`src/include/dpll_cfg_pkg.sv`:
```
// Purpose: Shared constants for the feedback divider and loop filter configuration block
// Assumes: 32-bit APB data, one register per aligned word, byte address = 4 * index
// Notes: Register indices are kept as printed; the bus decodes paddr[11:2] against them
package dpll_cfg_pkg;

	// Address shape
	localparam int ADDR_W = 12;
	localparam int IDX_W = 10;
	localparam int DATA_W = 32;

	// Register indices
	localparam logic [IDX_W-1:0] IDX_FB_DIV_LOW = 10'h104;
	localparam logic [IDX_W-1:0] IDX_FB_DIV_HIGH = 10'h105;
	localparam logic [IDX_W-1:0] IDX_FB_DIV_CTRL = 10'h106;
	localparam logic [IDX_W-1:0] IDX_FILTER_RATE = 10'h107;
	localparam logic [IDX_W-1:0] IDX_COEF_A_LOW = 10'h108;
	localparam logic [IDX_W-1:0] IDX_COEF_A_HIGH = 10'h109;
	localparam logic [IDX_W-1:0] IDX_COEF_A_UP = 10'h10a;
	localparam logic [IDX_W-1:0] IDX_COEF_A_DOWN = 10'h10b;
	localparam logic [IDX_W-1:0] IDX_COEF_B_LOW = 10'h10c;
	localparam logic [IDX_W-1:0] IDX_COEF_B_HIGH = 10'h10d;
	localparam logic [IDX_W-1:0] IDX_COEF_B_DOWN = 10'h10e;
	localparam logic [IDX_W-1:0] IDX_COEF_C_LOW = 10'h10f;
	localparam logic [IDX_W-1:0] IDX_COEF_C_DOWN = 10'h111;
	localparam logic [IDX_W-1:0] IDX_COMMIT = 10'h180;
	localparam logic [IDX_W-1:0] IDX_STATUS = 10'h181;

	// Field widths
	localparam int DIV_W = 16;
	localparam int BYTE_W = 8;
	localparam int MANT_W = 12;
	localparam int MANT_HI_W = 4;
	localparam int RATE_W = 5;
	localparam int UP_W = 5;
	localparam int DOWN_W = 3;
	localparam int TICK_CNT_W = 32;
	localparam int COEF_A_W = 43;

	// Field positions
	localparam int CTRL_PRESCALE_BIT = 0;
	localparam int CTRL_INVERT_BIT = 7;
	localparam int COMMIT_BIT = 0;
	localparam int STATUS_PENDING_BIT = 0;
	localparam int STATUS_PHASE_BIT = 1;
	localparam int STATUS_COUNT_LSB = 16;

	// Reset values
	localparam logic [BYTE_W-1:0] RESET_BYTE = 8'h00;
	localparam logic [DIV_W-1:0] RESET_DIV = 16'h0000;
	localparam logic [DATA_W-1:0] RESET_WORD = 32'h0000_0000;

endpackage : dpll_cfg_pkg

```
`src/rtl/dpll_feedback_and_loop_config.sv`:
```
// Purpose: APB register bank for the feedback divider and loop filter coefficients
// Assumes: pclk is the system clock; feedback_clock_input is synchronous to pclk
// Notes: Software writes shadows; a commit write moves all of them into use at once
//
// Summary of operation
// - Feedback ratio is programmed value plus one
// - Low byte lower address, high byte next
// - Zero divider passes every feedback edge
// - Control bit 0 adds divide-by-two prescaler
// - Control bit 7 divides on falling edges
// - Filter tick every two-to-exponent system clocks
// - Filter rate base is the system clock
// - First coefficient 12-bit mantissa over two registers
// - First coefficient shifted up by 5-bit exponent
// - First coefficient shifted down by 3-bit exponent
// - Second coefficient 12-bit mantissa over two registers
// - Second coefficient shifted down by 3-bit exponent
// - Third coefficient low mantissa byte own register
// - Third coefficient 3-bit down exponent passed out unshifted on coef_c_down
module dpll_feedback_and_loop_config (
	input wire logic pclk,
	input wire logic presetn,
	input wire logic psel,
	input wire logic penable,
	input wire logic pwrite,
	input wire logic [dpll_cfg_pkg::ADDR_W-1:0] paddr,
	input wire logic [dpll_cfg_pkg::DATA_W-1:0] pwdata,
	output logic [dpll_cfg_pkg::DATA_W-1:0] prdata,
	output logic pready,
	output logic pslverr,
	input wire logic feedback_clock_input,
	output logic feedback_divided,
	output logic filter_tick,
	output logic [dpll_cfg_pkg::COEF_A_W-1:0] coef_a_value,
	output logic [dpll_cfg_pkg::MANT_W-1:0] coef_b_value,
	output logic [dpll_cfg_pkg::BYTE_W-1:0] coef_c_low_value,
	output logic [dpll_cfg_pkg::DOWN_W-1:0] coef_c_down
);
	import dpll_cfg_pkg::*;

	// Shadow copies written by software
	logic [DIV_W-1:0] sh_div;
	logic sh_prescale;
	logic sh_invert;
	logic [RATE_W-1:0] sh_rate;
	logic [MANT_W-1:0] sh_a_mant;
	logic [UP_W-1:0] sh_a_up;
	logic [DOWN_W-1:0] sh_a_down;
	logic [MANT_W-1:0] sh_b_mant;
	logic [DOWN_W-1:0] sh_b_down;
	logic [BYTE_W-1:0] sh_c_low;
	logic [DOWN_W-1:0] sh_c_down;

	// Active copies seen by the datapath
	logic [DIV_W-1:0] act_div;
	logic act_prescale;
	logic act_invert;
	logic [RATE_W-1:0] act_rate;
	logic [MANT_W-1:0] act_a_mant;
	logic [UP_W-1:0] act_a_up;
	logic [DOWN_W-1:0] act_a_down;
	logic [MANT_W-1:0] act_b_mant;
	logic [DOWN_W-1:0] act_b_down;
	logic [BYTE_W-1:0] act_c_low;
	logic [DOWN_W-1:0] act_c_down;

	logic pending;
	logic fb_q;
	logic pre_phase;
	logic [DIV_W-1:0] div_count;
	logic [TICK_CNT_W-1:0] tick_count;

	logic [IDX_W-1:0] idx;
	logic addr_ok;
	logic setup_rd;
	logic wr_access;
	logic commit;
	logic fb_rise;
	logic fb_fall;
	logic fb_edge;
	logic pre_edge;
	logic [TICK_CNT_W-1:0] rate_mask;

	// Known register words only; low address bits must be zero
	function automatic logic is_mapped(input logic [IDX_W-1:0] i);
		unique case (i)
			IDX_FB_DIV_LOW, IDX_FB_DIV_HIGH, IDX_FB_DIV_CTRL, IDX_FILTER_RATE,
			IDX_COEF_A_LOW, IDX_COEF_A_HIGH, IDX_COEF_A_UP, IDX_COEF_A_DOWN,
			IDX_COEF_B_LOW, IDX_COEF_B_HIGH, IDX_COEF_B_DOWN, IDX_COEF_C_LOW,
			IDX_COEF_C_DOWN, IDX_COMMIT, IDX_STATUS: is_mapped = 1'b1;
			default: is_mapped = 1'b0;
		endcase
	endfunction : is_mapped

	// Power-of-two mask, all ones below the exponent
	function automatic logic [TICK_CNT_W-1:0] low_mask(input logic [RATE_W-1:0] e);
		low_mask = (TICK_CNT_W'(1) << e) - TICK_CNT_W'(1);
	endfunction : low_mask

	// Bus decode
	assign idx = paddr[ADDR_W-1:2];
	assign addr_ok = (paddr[1:0] == 2'b00) && is_mapped(idx);
	assign setup_rd = psel && !penable && !pwrite;
	assign wr_access = psel && penable && pwrite && addr_ok;
	assign commit = wr_access && (idx == IDX_COMMIT) && pwdata[COMMIT_BIT];

	// Zero-wait slave; error only on an unmapped access phase
	assign pready = 1'b1;
	assign pslverr = psel && penable && !addr_ok;

	// Shadow register writes
	always_ff @(posedge pclk or negedge presetn) begin
		if (!presetn) begin
			sh_div <= RESET_DIV;
			sh_prescale <= 1'b0;
			sh_invert <= 1'b0;
			sh_rate <= '0;
			sh_a_mant <= '0;
			sh_a_up <= '0;
			sh_a_down <= '0;
			sh_b_mant <= '0;
			sh_b_down <= '0;
			sh_c_low <= RESET_BYTE;
			sh_c_down <= '0;
		end else if (wr_access) begin
			unique case (idx)
				IDX_FB_DIV_LOW: sh_div[BYTE_W-1:0] <= pwdata[BYTE_W-1:0];
				IDX_FB_DIV_HIGH: sh_div[DIV_W-1:BYTE_W] <= pwdata[BYTE_W-1:0];
				IDX_FB_DIV_CTRL: begin
					// Bits 6..1 are dropped, so they can never steer the divider
					sh_prescale <= pwdata[CTRL_PRESCALE_BIT];
					sh_invert <= pwdata[CTRL_INVERT_BIT];
				end
				IDX_FILTER_RATE: sh_rate <= pwdata[RATE_W-1:0];
				IDX_COEF_A_LOW: sh_a_mant[BYTE_W-1:0] <= pwdata[BYTE_W-1:0];
				IDX_COEF_A_HIGH: sh_a_mant[MANT_W-1:BYTE_W] <= pwdata[MANT_HI_W-1:0];
				IDX_COEF_A_UP: sh_a_up <= pwdata[UP_W-1:0];
				IDX_COEF_A_DOWN: sh_a_down <= pwdata[DOWN_W-1:0];
				IDX_COEF_B_LOW: sh_b_mant[BYTE_W-1:0] <= pwdata[BYTE_W-1:0];
				IDX_COEF_B_HIGH: sh_b_mant[MANT_W-1:BYTE_W] <= pwdata[MANT_HI_W-1:0];
				IDX_COEF_B_DOWN: sh_b_down <= pwdata[DOWN_W-1:0];
				IDX_COEF_C_LOW: sh_c_low <= pwdata[BYTE_W-1:0];
				IDX_COEF_C_DOWN: sh_c_down <= pwdata[DOWN_W-1:0];
				default: ;
			endcase
		end
	end

	// All fields move to the datapath in one edge
	always_ff @(posedge pclk or negedge presetn) begin
		if (!presetn) begin
			act_div <= RESET_DIV;
			act_prescale <= 1'b0;
			act_invert <= 1'b0;
			act_rate <= '0;
			act_a_mant <= '0;
			act_a_up <= '0;
			act_a_down <= '0;
			act_b_mant <= '0;
			act_b_down <= '0;
			act_c_low <= RESET_BYTE;
			act_c_down <= '0;
		end else if (commit) begin
			act_div <= sh_div;
			act_prescale <= sh_prescale;
			act_invert <= sh_invert;
			act_rate <= sh_rate;
			act_a_mant <= sh_a_mant;
			act_a_up <= sh_a_up;
			act_a_down <= sh_a_down;
			act_b_mant <= sh_b_mant;
			act_b_down <= sh_b_down;
			act_c_low <= sh_c_low;
			act_c_down <= sh_c_down;
		end
	end

	// Pending flag: set by any shadow write, cleared by commit
	always_ff @(posedge pclk or negedge presetn) begin
		if (!presetn) begin
			pending <= 1'b0;
		end else if (wr_access && idx != IDX_COMMIT && idx != IDX_STATUS) begin
			pending <= 1'b1;
		end else if (commit) begin
			pending <= 1'b0;
		end
	end

	// Read data captured in the setup cycle, ready for the access phase
	always_ff @(posedge pclk or negedge presetn) begin
		if (!presetn) begin
			prdata <= RESET_WORD;
		end else if (setup_rd) begin
			prdata <= RESET_WORD;
			unique case (idx)
				IDX_FB_DIV_LOW: prdata[BYTE_W-1:0] <= sh_div[BYTE_W-1:0];
				IDX_FB_DIV_HIGH: prdata[BYTE_W-1:0] <= sh_div[DIV_W-1:BYTE_W];
				IDX_FB_DIV_CTRL: begin
					prdata[CTRL_PRESCALE_BIT] <= sh_prescale;
					prdata[CTRL_INVERT_BIT] <= sh_invert;
				end
				IDX_FILTER_RATE: prdata[RATE_W-1:0] <= sh_rate;
				IDX_COEF_A_LOW: prdata[BYTE_W-1:0] <= sh_a_mant[BYTE_W-1:0];
				IDX_COEF_A_HIGH: prdata[MANT_HI_W-1:0] <= sh_a_mant[MANT_W-1:BYTE_W];
				IDX_COEF_A_UP: prdata[UP_W-1:0] <= sh_a_up;
				IDX_COEF_A_DOWN: prdata[DOWN_W-1:0] <= sh_a_down;
				IDX_COEF_B_LOW: prdata[BYTE_W-1:0] <= sh_b_mant[BYTE_W-1:0];
				IDX_COEF_B_HIGH: prdata[MANT_HI_W-1:0] <= sh_b_mant[MANT_W-1:BYTE_W];
				IDX_COEF_B_DOWN: prdata[DOWN_W-1:0] <= sh_b_down;
				IDX_COEF_C_LOW: prdata[BYTE_W-1:0] <= sh_c_low;
				IDX_COEF_C_DOWN: prdata[DOWN_W-1:0] <= sh_c_down;
				IDX_STATUS: begin
					prdata[STATUS_PENDING_BIT] <= pending;
					prdata[STATUS_PHASE_BIT] <= pre_phase;
					prdata[STATUS_COUNT_LSB +: DIV_W] <= div_count;
				end
				default: ;
			endcase
		end
	end

	// Feedback edge selection; a single sample delay gives edge detect
	assign fb_rise = feedback_clock_input && !fb_q;
	assign fb_fall = !feedback_clock_input && fb_q;
	assign fb_edge = act_invert ? fb_fall : fb_rise;
	// Prescaler passes every second selected edge
	assign pre_edge = fb_edge && (!act_prescale || pre_phase);

	always_ff @(posedge pclk or negedge presetn) begin
		if (!presetn) begin
			fb_q <= 1'b0;
		end else begin
			fb_q <= feedback_clock_input;
		end
	end

	// Prescale phase toggles on each selected edge
	always_ff @(posedge pclk or negedge presetn) begin
		if (!presetn) begin
			pre_phase <= 1'b0;
		end else if (!act_prescale) begin
			pre_phase <= 1'b0;
		end else if (fb_edge) begin
			pre_phase <= !pre_phase;
		end
	end

	// Divide by value plus one; >= wraps cleanly after a smaller value is committed
	always_ff @(posedge pclk or negedge presetn) begin
		if (!presetn) begin
			div_count <= RESET_DIV;
			feedback_divided <= 1'b0;
		end else begin
			feedback_divided <= 1'b0;
			if (pre_edge) begin
				if (div_count >= act_div) begin
					div_count <= RESET_DIV;
					feedback_divided <= 1'b1;
				end else begin
					div_count <= div_count + DIV_W'(1);
				end
			end
		end
	end

	// Loop filter tick from the system clock itself
	assign rate_mask = low_mask(act_rate);

	always_ff @(posedge pclk or negedge presetn) begin
		if (!presetn) begin
			tick_count <= '0;
			filter_tick <= 1'b0;
		end else begin
			tick_count <= tick_count + TICK_CNT_W'(1);
			filter_tick <= ((tick_count & rate_mask) == rate_mask);
		end
	end

	// Coefficient scaling; the up shift cannot overflow the wide result
	assign coef_a_value = (COEF_A_W'(act_a_mant) << act_a_up) >> act_a_down;
	assign coef_b_value = act_b_mant >> act_b_down;
	assign coef_c_low_value = act_c_low;
	assign coef_c_down = act_c_down;
endmodule : dpll_feedback_and_loop_config

```
`config.mk`:
```
export PLATFORM = sky130hd
export DESIGN_NAME = dpll_feedback_and_loop_config
export DESIGN_NICKNAME = d
export VERILOG_FILES = /design/src/include/dpll_cfg_pkg.sv /design/src/rtl/dpll_feedback_and_loop_config.sv
export SDC_FILE = /design/constraint.sdc
export NUM_CORES = 1
export LEC_CHECK = 0
export BUFFER_PORTS_ARGS = -buffer_cell sky130_fd_sc_hd__buf_2
export CORE_MARGIN = 8
export CORE_UTILIZATION = 55
export CTS_BUF_LIST = sky130_fd_sc_hd__clkbuf_4 sky130_fd_sc_hd__clkbuf_8
export DETAILED_ROUTE_END_ITERATION = 6
export PLACE_DENSITY_LB_ADDON = 0.3
export REMOVE_ABC_BUFFERS = 1
export SYNTH_ARGS = -nofsm -noshare
export SYNTH_HDL_FRONTEND = slang
export SYNTH_SLANG_ARGS = --single-unit
```
`constraint.sdc`:
```
create_clock -name pclk -period 3.5 [get_ports pclk]
set_input_delay 1.05 -clock pclk [delete_from_list [all_inputs] [get_ports pclk]]
set_output_delay 1.05 -clock pclk [all_outputs]
set_load 0.03 [all_outputs]
```
==> results_dict.tcl, run 1 <==
set metrics [dict create \
    maxCapViolCount 0 \
    synth_top_area_share_pct 39.81 \
    finalCritPeriodShare_pct 124.2 \
    required_ns 2.45 \
    cp_max_fo 4 \
    start_kind "flip-flop" \
    gp_congestion 0.9592 \
    antenna_found_initial 0 \
    post-route-cell-area_mm2 0.01730 \
    wl_mm 39.29 \
    p_total_mw 5.459 \
    tightest_slew_ns 1.229 \
    final_cell_mix "212 x dfrtp_1, 153 x buf_4, 144 x mux2_2" \
    core_mm2 0.02418 \
    critPathKind "flip-flop to primary output" \
    start_util_pct 55.64 \
    ys_warn_count 0 \
    met3_usage_pct 4.247 \
    syn-cell-area_mm2 0.01345 \
    numCtsBuffers 36 \
    netlist_instances 1324 \
    synth_top_family_by_area "multiplexers" \
    synthFlopType "dfrtp_1" \
    dp.cells 1827 \
    multi_input_comb_area_mm2 0.008222 \
    port_buffers 118 \
    dpl_cell_area_mm2 0.01529 \
    hold_class "flip-flop to flip-flop" \
    synth.yosys.seq_area_share_pct 39.81 \
    final_core_util_pct 71.54 \
    synth.area.mux_share_pct 21.67 \
    failed_checks "setup timing" \
    finClkSkew_ns 0.03835 \
    min_period_ns 4.348 \
    place_ws_ns -0.4616 \
    seq_area_mm2 0.005358 \
    irDropWorstVdd_v 0.0003099 \
    synth_compound_area_share_pct 14.15 \
    clk_pin_slew_ns 0.06 \
    drive_gt1_share_pct 40.91 \
    via_per_inst 6.193 \
    dpl.hpwl_mm 27.65 \
    synth.avg_cell_area_um2 10.16 \
    ys_types 84 \
    via_count 11847 \
    p_leak_nw 7.924 \
    cts_tree "done" \
    first_pass_iters 5 \
    r2r_cells 9 \
    drtIter0Drc 1124 \
    die_area_mm2 0.02972 \
    die_x_um 172.4 \
    relSlewSlack_pct 17.49 \
    finalSetupViolations 42 \
    worstSetupEndpointType "primary output" \
    rows 57 \
    die_y_um 172.4 \
    nFillCells 1729 \
    grt_use_met2_pct 43.38 \
    synth_xor_xnor_area_share_pct 2.669 \
    grt_max_degree 85 \
    powerDensity_mw_per_mm2 315.6 \
    status "complete, but fails checks" \
    cts_max_level 2 \
    cts_sinks 214 \
    slew_viol_final 0 \
    antennaDiodeCount 0 \
    nets 1633 \
    synthAdderAreaFrac_pct 1.767 \
    met1_usage_pct 34.73 \
    boundaryPins 152 \
    route.detailed.drc 0 \
    ys_seq_elements 214 \
    grt_pass1_vias 12040 \
    worst_hold_path.num_cells 2 \
    rsz0062_at_grt "true" \
    hold_viol 0 \
    hold_buffers 0 \
    drt.antenna.violating_nets 0 \
    finalWorstSetupSlack_ns -0.8484 \
    avgRoutedWirePerCell_um 20.54 \
    layout_commonest_cell "dfrtp_1" \
    clk_latency_ns 0.54 \
    synth-edff-count 0 \
    whs_ns 0.4593 \
    grt_pass1_wl_mm 63.26 \
    grt.busiest_layer "met2" \
    fin_cells 1913 \
    ctsLongestPathBuffers 3 \
    syn_to_final_growth_pct 28.57 \
    ctsRootBufferMaster "clkbuf_8" \
    crit_arrival_ns 3.30 \
    grtUsageTotal_pct 26.44 \
    synth_top_cell_by_area "dfrtp_1" \
    synth_area_leaders "dfrtp_1 40%, mux2_2 13%, mux2i_1 3.6%, nand2_1 3.4%, mux4_2 3.0%" \
    yosys.area_share.simple_pct 15.28 \
    setup_tns_ns -27.62 \
    async_flop_share_pct 100.0 \
    gr-total-overflow 0 \
    max_freq_mhz 230.0 \
]
## synthesized netlist by cell type (19+ instances only)
cell type	count
dfrtp_1	214
mux2_2	157
nand2_1	123
nor2_1	65
a21oi_1	61
clkbuf_1	61
mux2i_1	49
inv_1	46
nand3_1	40
nor3_1	36
o21ai_0	34
o22ai_1	29
xnor2_1	28
ha_1	19
## per-layer routing
metal	vias to the layer above	routed length (um)
met1	5886	16910
met4	0	1156
met2	467	18770
met5	-	0
li1	5401	-
met3	93	2448
## logic make-up after synthesis
| logic type | count (synthesis) |
|---|---|
| AND/OR/NAND/NOR | 391 |
| AO/OA/AOI/OAI | 276 |
| multiplexers | 237 |
| flip-flops | 214 |
| buffers and inverters | 144 |
| XOR/XNOR | 41 |
| adder cells (fa/ha/maj) | 19 |
| other | 2 |
## worst max-delay path: stages, from the launching register on
cell	delay [ns]
dfrtp_2	0.44
buf_6	0.13
buf_6	0.12
mux2i_4	0.18
mux4_2	0.51
mux2_4	0.30
mux4_2	0.48
o21a_1	0.21
mux2i_1	0.19
buf_4	0.19
## worst paths after layout
check / start / endpoint / slack (ns)
max: act_a_up[0]$_DFFE_PN0P_ / coef_a_value[14] / -0.85
min: prdata[17]$_DFFE_PN0P_ / prdata[17]$_DFFE_PN0P_ / 0.46
max reg2reg: act_rate[1]$_DFFE_PN0P_ / filter_tick$_DFF_PN0_ / 0.41
min reg2reg: prdata[17]$_DFFE_PN0P_ / prdata[17]$_DFFE_PN0P_ / 0.46
max in group asynchronous: presetn / sh_div[10]$_DFFE_PN0P_ / 2.14
min in group asynchronous: presetn / sh_a_mant[0]$_DFFE_PN0P_ / 0.52
## sequential cells by signal, summed over array words and instances, names as in the netlist, 5 cells and up
register	count
div_count	16
coef_c_low_value	8
act_b_mant	12
prdata	24
act_rate	5
sh_a_up	5
sh_rate	5
sh_div	16
act_a_mant	12
sh_c_low	8
sh_b_mant	12
act_a_up	5
act_div	16
tick_count	31
sh_a_mant	12
## area by class of cell
| cell class | count | share of cell area, % |
|---|---|---|
| Timing Repair Buffer | 292 | 13.55 |
| Clock inverter | 7 | 0.3400 |
| Multi-Input combinational cell | 973 | 47.53 |
| Clock buffer | 56 | 4.239 |
| Inverter | 47 | 1.020 |
| Sequential cell | 214 | 30.98 |
| Tap cell | 324 | 2.344 |
## power by group
part           switching (mW)  internal [mW]
clock                    1.05           1.35
combinational           0.307          0.160
sequential             0.0714           2.52
## timing repair
item | in CTS | in global routing
resized for setup | 184 | 75
setup buffers | 19 | 10
cloned | 0 | 1
pin swaps | 30 | 26
setup endpoints to repair | 44 | 45
No activity file was read; power rests on OpenSTA's default activity.
==> inputs of run 2 (changes only) <==
Settings changed: SKIP_CTS_REPAIR_TIMING set to 1.
==> results_dict.tcl, run 2 (synthesis results as in run 1) <==
set metrics [dict create \
    status "complete, but fails checks" \
    failed_checks "setup timing" \
    die_x_um 172.4 \
    boundaryPins 152 \
    cp_max_fo 6 \
    finalWorstSetupSlack_ns -0.8982 \
    avgRoutedWirePerCell_um 20.34 \
    grt_max_degree 85 \
    grt_pass1_vias 11642 \
    start_util_pct 55.64 \
    nets 1621 \
    core_mm2 0.02418 \
    min_period_ns 4.398 \
    clk_pin_slew_ns 0.06 \
    largestRegisters "tick_count (31), prdata (24)" \
    crit_family "multiplexers" \
    setup.worst_path.start "act_a_up[0]$_DFFE_PN0P_" \
    rows 57 \
    top_register "tick_count" \
    grt_pass1_wl_mm 61.11 \
    antenna_found_initial 0 \
    die_y_um 172.4 \
    max_freq_mhz 227.4 \
    hold_viol 0 \
    largest_register_ffs 31 \
    slowest_stage "mux4_2" \
    slowest_delay_ns 0.56 \
    r2r-start "act_rate[1]$_DFFE_PN0P_" \
    worstSetupEndpointType "primary output" \
    path_cells "buf_6 -> buf_4 -> mux2i_2 -> mux4_2 -> mux2_4 -> mux4_2 -> o21a_1 -> a21oi_2 -> buf_6" \
    crit_buf_inv 3 \
    via_count 11724 \
    relSlewSlack_pct 18.22 \
    required_ns 2.45 \
    gr-total-overflow 0 \
    clk_latency_ns 0.54 \
    ctsLongestPathBuffers 3 \
    finalCritPeriodShare_pct 125.7 \
    rsz0062_at_grt "true" \
    drive_gt1_share_pct 39.76 \
    start_kind "flip-flop" \
    post-route-cell-area_mm2 0.01696 \
    cts_tree "done" \
    dpl_cell_area_mm2 0.01529 \
    numCtsBuffers 36 \
    syn_to_final_growth_pct 26.10 \
    crit_arrival_ns 3.35 \
    antennaDiodeCount 0 \
    dpl.hpwl_mm 27.65 \
    grtUsageTotal_pct 25.50 \
    port_buffers 118 \
    cts_max_level 2 \
    drtIter0Drc 1070 \
    drt.antenna.violating_nets 0 \
    powerDensity_mw_per_mm2 321.7 \
    ctsRootBufferMaster "clkbuf_8" \
    p_leak_nw 7.806 \
    wl_mm 38.68 \
    final_cell_mix "212 x dfrtp_1, 167 x buf_4, 150 x mux2_2" \
    route.detailed.drc 0 \
    die_area_mm2 0.02972 \
    slew_viol_final 0 \
    finalSetupViolations 42 \
    first_pass_iters 5 \
    tightest_slew_ns 1.219 \
    critPathKind "flip-flop to primary output" \
    hold_class "flip-flop to flip-flop" \
    finClkSkew_ns 0.03959 \
    min_from "prdata[17]$_DFFE_PN0P_" \
    final_core_util_pct 70.17 \
    nFillCells 1781 \
    layout_commonest_cell "dfrtp_1" \
    gp_congestion 0.9592 \
    via_per_inst 6.167 \
    irDropWorstVdd_v 0.0003101 \
    maxCapViolCount 0 \
    cts_sinks 214 \
]
[run 2: final timing paths]
check	endpoint	slack, ns	depth (start not counted)
setup / recovery	coef_a_value[24]	-0.90	9
hold / removal	prdata[17]$_DFFE_PN0P_	0.46	2
setup reg to reg	filter_tick$_DFF_PN0_	0.40	9
hold reg to reg	prdata[17]$_DFFE_PN0P_	0.46	2
max in group asynchronous	sh_div[10]$_DFFE_PN0P_	2.14	2
min in group asynchronous	act_a_mant[3]$_DFFE_PN0P_	0.51	1
[run 2: power by group]
| part | switching (mW) | internal [mW] |
|---|---|---|
| Sequential | 0.0712 | 2.52 |
| Combinational | 0.307 | 0.161 |
| Clock | 1.04 | 1.35 |
[run 2: area by class of cell]
cell class / count / area [um2] / share of cell area [%]
clock buffer: 56 / 733.2 / 4.322
timing repair buffer: 280 / 2148 / 12.66
inverter: 47 / 176.4 / 1.040
clock inverter: 7 / 58.81 / 0.3467
sequential: 214 / 5358 / 31.58
tap: 324 / 405.4 / 2.390
multi-input combinational: 973 / 8084 / 47.65
[run 2: worst reg2reg max path, delay by kind of cell (launching register included)]
| family | cells | cell delay [ns] |
|---|---|---|
| adder cells (fa/ha/maj) | 1 | 0.58 |
| flip-flops | 1 | 0.59 |
| AND/OR/NAND/NOR | 5 | 1.37 |
| AO/OA/AOI/OAI | 3 | 0.45 |
[run 2: per-layer routing]
metal	global-route usage, %	share of wire (%)	vias up
met5	0	0	-
met4	8.658	3.0	0
met3	3.950	6.3	97
met2	41.31	47	447
met1	34.43	43	5813
li1	-	-	5367
[run 2: through the flow]
| stage | total power [mW] | hold slack (ns) | instances | TNS (ns) | setup slack (ns) |
|---|---|---|---|---|---|
| 3_5_place_dp | 3.093 | 0.4502 | 1827 | -13.05 | -0.4616 |
| 6_report | 5.457 | 0.4593 | 1901 | -27.32 | -0.8982 |
| 2_1_floorplan | 2.879 | 0.4456 | 1234 | -162.98 | -1.966 |
| 5_1_grt | 5.679 | 0.4893 | 1901 | -31.59 | -0.9772 |
| 3_3_place_gp | 3.065 | 0.4455 | 1827 | -11.71 | -0.4207 |
| 4_1_cts | 5.494 | 0.4634 | 1890 | -36.87 | -1.042 |
